--- config.mk ---
export PLATFORM = sky130hd
export DESIGN_NAME = sac_adc_ctrl
export DESIGN_NICKNAME = d
export VERILOG_FILES = /design/src/design/sac_adc_ctrl.v /design/src/design/sac_sar_seq.v
export VERILOG_INCLUDE_DIRS = /design/src /design/src/design
export SDC_FILE = /design/constraint.sdc
export NUM_CORES = 1
export LEC_CHECK = 0
export BUFFER_PORTS_ARGS = -buffer_cell sky130_fd_sc_hd__buf_2
export CAP_MARGIN = 10
export CORE_ASPECT_RATIO = 0.6
export CORE_MARGIN = 4
export CORE_UTILIZATION = 52
export DETAILED_ROUTE_END_ITERATION = 12
export GPL_ROUTABILITY_DRIVEN = 1
export PLACE_DENSITY = 0.81
export SYNTH_ARGS = -nofsm -noshare
export SYNTH_HDL_FRONTEND = slang
export SYNTH_SLANG_ARGS = --single-unit
export TNS_END_PERCENT = 50
--- constraint.sdc ---
create_clock -name pclk -period 3.3 [get_ports pclk]
set_clock_uncertainty 0.2 [all_clocks]
set_input_delay 0.66 -clock pclk [delete_from_list [all_inputs] [get_ports pclk]]
set_output_delay 0.66 -clock pclk [all_outputs]
set_load 0.01 [all_outputs]
--- src/design/sac_consts.vh ---
// register map, field positions, reset values and timing counts of the converter control
`ifndef SAC_CONSTS_VH
`define SAC_CONSTS_VH

// ==========================================================
// register byte addresses
`define SAC_OFF_CTRL 12'h000
`define SAC_OFF_RESULT 12'h004

// ==========================================================
// status/control fields
`define SAC_BIT_DONE 7
`define SAC_BIT_RCSEL 6
`define SAC_BIT_PWR 5
`define SAC_CH_MSB 3
`define SAC_CH_LSB 0
`define SAC_CTRL_RST 8'h00
`define SAC_CHAN_RST 4'h0
`define SAC_RESULT_RST 8'h00

// ==========================================================
// channel codes with special meaning
`define SAC_CH_EXT_LAST 4'h3
`define SAC_CH_REFH 4'h8
`define SAC_CH_MID 4'h9

// ==========================================================
// one-hot source select positions; 0..3 are the external inputs
`define SAC_SRC_REFL 4
`define SAC_SRC_REFH 5
`define SAC_SRC_MID 6
`define SAC_SRC_W 7

// ==========================================================
// timing
`define SAC_SAMPLE_CYC 4'hc
`define SAC_CONV_TICKS 6'h20
`define SAC_DAC_MSB 8'h80

`endif

--- src/design/sac_adc_ctrl.v ---
// converter control top: apb registers, clock selection, source decode, done flag
//
// The APB interface to the registers and the register offsets were left to the implementer.
`timescale 1ns/1ps
`default_nettype none
`include "sac_consts.vh"

module sac_adc_ctrl (
  // clock and reset
  input wire pclk,
  input wire presetn,
  // apb slave
  input wire psel,
  input wire penable,
  input wire pwrite,
  input wire [11:0] paddr,
  input wire [31:0] pwdata,
  output wire [31:0] prdata,
  output wire pready,
  output wire pslverr,
  // oscillator and analog control
  input wire rc_osc_clk,
  input wire comparator_above,
  output wire rc_osc_enable,
  output wire converter_enable,
  output wire charge_pump_enable,
  output wire sample_switch,
  output wire [7:0] dac_code,
  output wire [`SAC_SRC_W-1:0] source_select
);

  // ==========================================================
  // bus handshake
  // one wait state: pready rises in the second access cycle, so the
  // read data and the error answer are both registered
  reg pready_q;
  reg pslverr_q;
  reg [31:0] prdata_q;
  wire access;
  wire first_access;
  wire commit;
  wire hit_ctrl;
  wire hit_result;
  wire ctrl_wr;
  wire result_rd;

  assign access = psel && penable;
  assign first_access = access && !pready_q;
  assign commit = access && pready_q;
  assign hit_ctrl = (paddr == `SAC_OFF_CTRL);
  assign hit_result = (paddr == `SAC_OFF_RESULT);
  assign ctrl_wr = commit && pwrite && hit_ctrl;
  assign result_rd = commit && !pwrite && hit_result;

  // ==========================================================
  // control and status state
  reg rcsel_q;
  reg pwr_q;
  reg [3:0] chan_q;
  reg done_flag_q;
  reg [7:0] result_q;
  reg restart_q;
  wire [7:0] ctrl_view;

  assign ctrl_view = {done_flag_q, rcsel_q, pwr_q, 1'b0, chan_q};

  always @(posedge pclk or negedge presetn) begin
    if (!presetn) begin
      pready_q <= 1'b0;
      pslverr_q <= 1'b0;
      prdata_q <= 32'h0000_0000;
    end else begin
      pready_q <= first_access;
      pslverr_q <= first_access && !(hit_ctrl || hit_result);
      if (first_access && !pwrite) begin
        if (hit_ctrl) begin
          prdata_q <= {24'h00_0000, ctrl_view};
        end else if (hit_result) begin
          prdata_q <= {24'h00_0000, result_q};
        end else begin
          prdata_q <= 32'h0000_0000;
        end
      end else begin
        // read data stands only in the cycle that pready is high
        prdata_q <= 32'h0000_0000;
      end
    end
  end

  // ==========================================================
  // control register
  // the done bit is read-only; writes to the result register are ignored
  always @(posedge pclk or negedge presetn) begin
    if (!presetn) begin
      rcsel_q <= 1'b0;
      pwr_q <= 1'b0;
      chan_q <= `SAC_CHAN_RST;
      restart_q <= 1'b0;
    end else begin
      restart_q <= ctrl_wr;
      if (ctrl_wr) begin
        rcsel_q <= pwdata[`SAC_BIT_RCSEL];
        pwr_q <= pwdata[`SAC_BIT_PWR];
        chan_q <= pwdata[`SAC_CH_MSB:`SAC_CH_LSB];
      end
    end
  end

  // ==========================================================
  // conversion clock selection
  // the oscillator is asynchronous, so it is brought in through two
  // flops and only its rising edges count; this caps the rc rate at
  // one tick per two bus cycles but keeps the sequencer in one domain
  reg rc_s1_q;
  reg rc_s2_q;
  reg rc_s3_q;
  wire rc_rise;
  wire conv_tick;

  always @(posedge pclk or negedge presetn) begin
    if (!presetn) begin
      rc_s1_q <= 1'b0;
      rc_s2_q <= 1'b0;
      rc_s3_q <= 1'b0;
    end else begin
      rc_s1_q <= rc_osc_clk;
      rc_s2_q <= rc_s1_q;
      rc_s3_q <= rc_s2_q;
    end
  end

  assign rc_rise = rc_s2_q && !rc_s3_q;
  assign conv_tick = rcsel_q ? rc_rise : 1'b1;

  // ==========================================================
  // source multiplexer decode
  reg [`SAC_SRC_W-1:0] src_q;
  reg [`SAC_SRC_W-1:0] src_d;

  always @* begin
    src_d = {`SAC_SRC_W{1'b0}};
    if (chan_q <= `SAC_CH_EXT_LAST) begin
      src_d[chan_q[1:0]] = 1'b1;
    end else if (chan_q == `SAC_CH_REFH) begin
      src_d[`SAC_SRC_REFH] = 1'b1;
    end else if (chan_q == `SAC_CH_MID) begin
      src_d[`SAC_SRC_MID] = 1'b1;
    end else begin
      src_d[`SAC_SRC_REFL] = 1'b1;
    end
  end

  always @(posedge pclk or negedge presetn) begin
    if (!presetn) begin
      src_q <= {`SAC_SRC_W{1'b0}};
    end else begin
      src_q <= src_d;
    end
  end

  // ==========================================================
  // sequencer
  wire seq_done;
  wire [7:0] seq_result;
  wire seq_sample;
  wire [7:0] seq_dac;

  sac_sar_seq u_seq (
    .pclk(pclk),
    .presetn(presetn),
    .run(pwr_q),
    .restart(restart_q),
    .conv_tick(conv_tick),
    .comparator_above(comparator_above),
    .sample_q(seq_sample),
    .dac_q(seq_dac),
    .done_q(seq_done),
    .result_q(seq_result)
  );

  // ==========================================================
  // done flag and result register
  // there is no wait-state input on purpose: the flag and the sequencer
  // carry on whether or not the processor has read the last result
  reg done_flag_d;

  always @* begin
    done_flag_d = done_flag_q;
    if (seq_done) begin
      done_flag_d = 1'b1;
    end else if (ctrl_wr || result_rd) begin
      done_flag_d = 1'b0;
    end
  end

  always @(posedge pclk or negedge presetn) begin
    if (!presetn) begin
      done_flag_q <= 1'b0;
      result_q <= `SAC_RESULT_RST;
    end else begin
      done_flag_q <= done_flag_d;
      if (seq_done) begin
        result_q <= seq_result;
      end
    end
  end

  // ==========================================================
  // outputs
  assign prdata = prdata_q;
  assign pready = pready_q;
  assign pslverr = pslverr_q;
  assign rc_osc_enable = rcsel_q;
  assign converter_enable = pwr_q;
  assign charge_pump_enable = pwr_q;
  assign sample_switch = seq_sample;
  assign dac_code = seq_dac;
  assign source_select = src_q;

endmodule
`default_nettype wire

--- src/design/sac_sar_seq.v ---
// successive-approximation sequencer: sampling window, bit decisions, result
`timescale 1ns/1ps
`default_nettype none
`include "sac_consts.vh"

module sac_sar_seq (
  // clock and reset
  input wire pclk,
  input wire presetn,
  // control
  input wire run,
  input wire restart,
  input wire conv_tick,
  // analog side
  input wire comparator_above,
  output reg sample_q,
  output reg [7:0] dac_q,
  // result
  output reg done_q,
  output reg [7:0] result_q
);

  localparam [2:0] ST_IDLE = 3'b001;
  localparam [2:0] ST_SAMPLE = 3'b010;
  localparam [2:0] ST_CONV = 3'b100;

  reg [2:0] state_q;
  reg [3:0] samp_cnt_q;
  reg [5:0] tick_cnt_q;
  reg [7:0] mask_q;
  wire last_tick;
  wire [7:0] kept;

  assign last_tick = conv_tick && (tick_cnt_q == `SAC_CONV_TICKS - 6'h01);
  // the trial bit stays only when the input is at or above the dac level
  assign kept = comparator_above ? dac_q : (dac_q & ~mask_q);

  // ==========================================================
  // sequencer
  always @(posedge pclk or negedge presetn) begin
    if (!presetn) begin
      state_q <= ST_IDLE;
      samp_cnt_q <= 4'h0;
      tick_cnt_q <= 6'h00;
      mask_q <= 8'h00;
      sample_q <= 1'b0;
      dac_q <= 8'h00;
      done_q <= 1'b0;
      result_q <= `SAC_RESULT_RST;
    end else begin
      done_q <= 1'b0;
      if (!run) begin
        state_q <= ST_IDLE;
        sample_q <= 1'b0;
        mask_q <= 8'h00;
      end else if (restart) begin
        // abort whatever was in flight and begin a fresh period
        state_q <= ST_SAMPLE;
        samp_cnt_q <= 4'h0;
        tick_cnt_q <= 6'h00;
        sample_q <= 1'b1;
        mask_q <= 8'h00;
      end else begin
        if (conv_tick) begin
          tick_cnt_q <= last_tick ? 6'h00 : tick_cnt_q + 6'h01;
        end
        case (state_q)
          ST_SAMPLE: begin
            // window counts bus cycles, never conversion ticks
            if (samp_cnt_q == `SAC_SAMPLE_CYC - 4'h1) begin
              sample_q <= 1'b0;
              state_q <= ST_CONV;
              mask_q <= `SAC_DAC_MSB;
              dac_q <= `SAC_DAC_MSB;
            end else begin
              samp_cnt_q <= samp_cnt_q + 4'h1;
            end
          end
          ST_CONV: begin
            if (conv_tick && mask_q != 8'h00) begin
              dac_q <= kept | (mask_q >> 1);
              mask_q <= mask_q >> 1;
            end
            if (last_tick) begin
              done_q <= 1'b1;
              result_q <= dac_q;
              state_q <= ST_SAMPLE;
              samp_cnt_q <= 4'h0;
              sample_q <= 1'b1;
            end
          end
          ST_IDLE: begin
            sample_q <= 1'b0;
          end
          default: begin
            state_q <= ST_IDLE;
            sample_q <= 1'b0;
          end
        endcase
      end
    end
  end

endmodule
`default_nettype wire

==> qor.yml <==
clock-root-buffer: "clkbuf_8"
chipHeight_um: 69.8
post-cts-setup-buffer-count: 0
syn_area_um2: 3310
grt_pass1_wl_um: 11500
grtUsageTotal_pct: 18.9
synthFlopType: "dfrtp_1"
max_slew.worst_pin.slew_ns: 0.730
placed_cells: 410
p_comb_share_pct: 6.9
stdcell_count: 426
cts_resized: 0
path_clk_slew_ns: 0.08
leakage_nw: 1.96
cts_tree: "built"
critPathMaxFanout: 21
utilization_pct: 62.0
cp-end-kind: "register"
start_util_pct: 54.0
avgSynthCellArea_um2: 11.9
setup.worst_path.class: "register to register"
setup_viol: 0
ys_top_cells_by_area: "dfrtp_1, mux2_2, buf_4"
fin_nets: 390
gp_congestion: 0.810
cts_buffers: 9
drt-total-wl_um: 6880
avgRoutedWirePerCell_um: 16.1
vias: 2306
fin_crit_ns: 2.31
totalPowerFinal_w: 0.00190
rsz0062_at_grt: "no"
drive_above_1_share_pct: 28.7
slew_headroom_pct: 51.3
p_clk_share_pct: 41.2
ios: 104
grt_pass1_vias: 2258
hold_violations: 0
synth_edf_count: 0
ys_ff_latch: 75
max-cap-violations: 0
fin_tns_setup_ns: 0
mostFrequentLayoutCell: "dfrtp_1"
clock_latency_ns: 0.34
internal_power_w: 0.00145
io_buffer_count: 53
htreeDepth: 3
ys_warn_count: 0
hpwlAfterDp_um: 4970
fin_crit_sh_pct: 70.1
grt_antenna_before_repair: 0
hp-class: "register to register"
numClockSinks: 75
drc_errors: 0
syn_inst: 278
ir_drop_mv: 0.284
dieArea_um2: 7750
async_flop_share_pct: 100
arrival_ns: 2.39
setup_slack_ns: 0.986
seq_power_share_pct: 51.9
drtPass1Iterations: 4
synth_top_cell_area_share_pct: 55.9
grt_max_degree: 44
drt_iter0_markers: 193
drv_slew: 0
powerDensity_nw_per_um2: 498
p_sw_share_pct: 23.6
synth_top_area_cell: "dfrtp_1"
final_cell_mix: "dfrtp_1, buf_2, conb_1"
ctsHoldBuffers: 0
p_sw_w: 0.000447
status: "finished clean"
fmax_ghz: 0.432
core_area_um2: 6140
n_antenna_cell: 0
via_per_inst: 5.41
yosysUniqueCellTypes: 44
crit_required_ns: 3.38
ant_nets: 0
grt_overflow: 0
syn_to_final_growth_pct: 15.0
chipWidth_um: 111
synth_seq_area_share_pct: 56.7
pre_cts_ws_ns: 0.654
clockBufferDepth: 2
critPathLaunchType: "register"
std_cell_rows: 22
fillCellCount: 481
power by group through the flow:
stage | registers [W] | clock network, W | logic [W]
after global placement | 0.000998 | 0 | 0.000126
after detailed placement | 0.00100 | 0 | 0.000130
final | 0.000983 | 0.000782 | 0.000130
after floorplan | 0.000994 | 0 | 0.000102
after global routing | 0.000991 | 0.000833 | 0.000157
after CTS | 0.000983 | 0.000791 | 0.000131
worst max-delay path, cell delays in order, from the launching register on:
cell and delay, ns:
dfrtp_1 0.42, nor3b_2 0.41, and2_1 0.21, and3_1 0.61
and3_1 0.27, a221o_1 0.12
worst paths after layout:
path / from / endpoint / slack [ns] / depth (start not counted)
max: u_seq.state_q[1] / u_seq.dac_q[2] / 0.99 / 5
min: rc_s1_q / rc_s2_q / 0.15 / 0
max reg2reg: u_seq.state_q[1] / u_seq.dac_q[2] / 0.99 / 5
min reg2reg: rc_s1_q / rc_s2_q / 0.15 / 0
max in group asynchronous: presetn / u_seq.state_q[0] / 2.01 / 2
min in group asynchronous: presetn / chan_q[1] / 0.17 / 1
cell usage after synthesis (2+ instances only):
cell type,instances
a21oi_1,2
nand3_1,7
inv_1,9
a221o_1,7
o31ai_1,3
nand3b_1,2
buf_4,25
nor2_1,20
nand2b_1,11
buf_2,3
mux2i_1,8
and3_1,9
and2_1,3
nand2_1,17
o22ai_1,2
dfrtp_1,74
ha_1,2
xnor2_1,5
nor3_1,5
mux2_2,21
o21ai_0,7
nor4_1,5
a22o_1,8
a21o_1,2
nor4_4,2
layout make-up:
class                           instances  area [µm²]  area share [%]
Sequential cell                        75        1880            49.3
Tap cell                               84         105            2.76
Clock buffer                           10         138            3.61
Inverter                                9        33.8           0.887
Timing Repair Buffer                   54         285            7.49
Clock inverter                          6        88.8            2.33
Multi-Input combinational cell        188        1280            33.6
metal layers:
layer,wire [µm],vias to the layer above,global-route usage [%]
li1,-,1061,-
met1,3130,1154,26.2
met4,56,0,4.86
met3,575,7,7.85
met5,0,-,0
met2,3120,84,27.8
sequential cells by signal, summed over array words and instances, names as in the netlist, 3 cells and up:
name / cells
prdata: 8
result_q: 8
u_seq.dac_q: 8
u_seq.mask_q: 8
u_seq.result_q: 8
source_select: 7
u_seq.tick_cnt_q: 6
chan_q: 4
u_seq.samp_cnt_q: 4
u_seq.state_q: 3
metrics by stage:
step           hold slack [ns]  cell area [µm²]
5_1_grt                  0.178             3810
6_report                 0.151             3810
2_1_floorplan            0.131             3400
3_5_place_dp             0.135             3580
4_1_cts                  0.152             3810
3_3_place_gp             0.132             3580
kinds of logic after synthesis:
logic type / synth area share (%)
and+or+nand+nor: 15.1
DFF: 56.7
AOI/OAI and AO/OA: 9.14
buffers and inverters: 7.25
muxes: 9.56
xor gates and xnor gates: 1.32
adders and majority gates: 0.755
other: 0.113
Power figures use the tool's default switching activity.
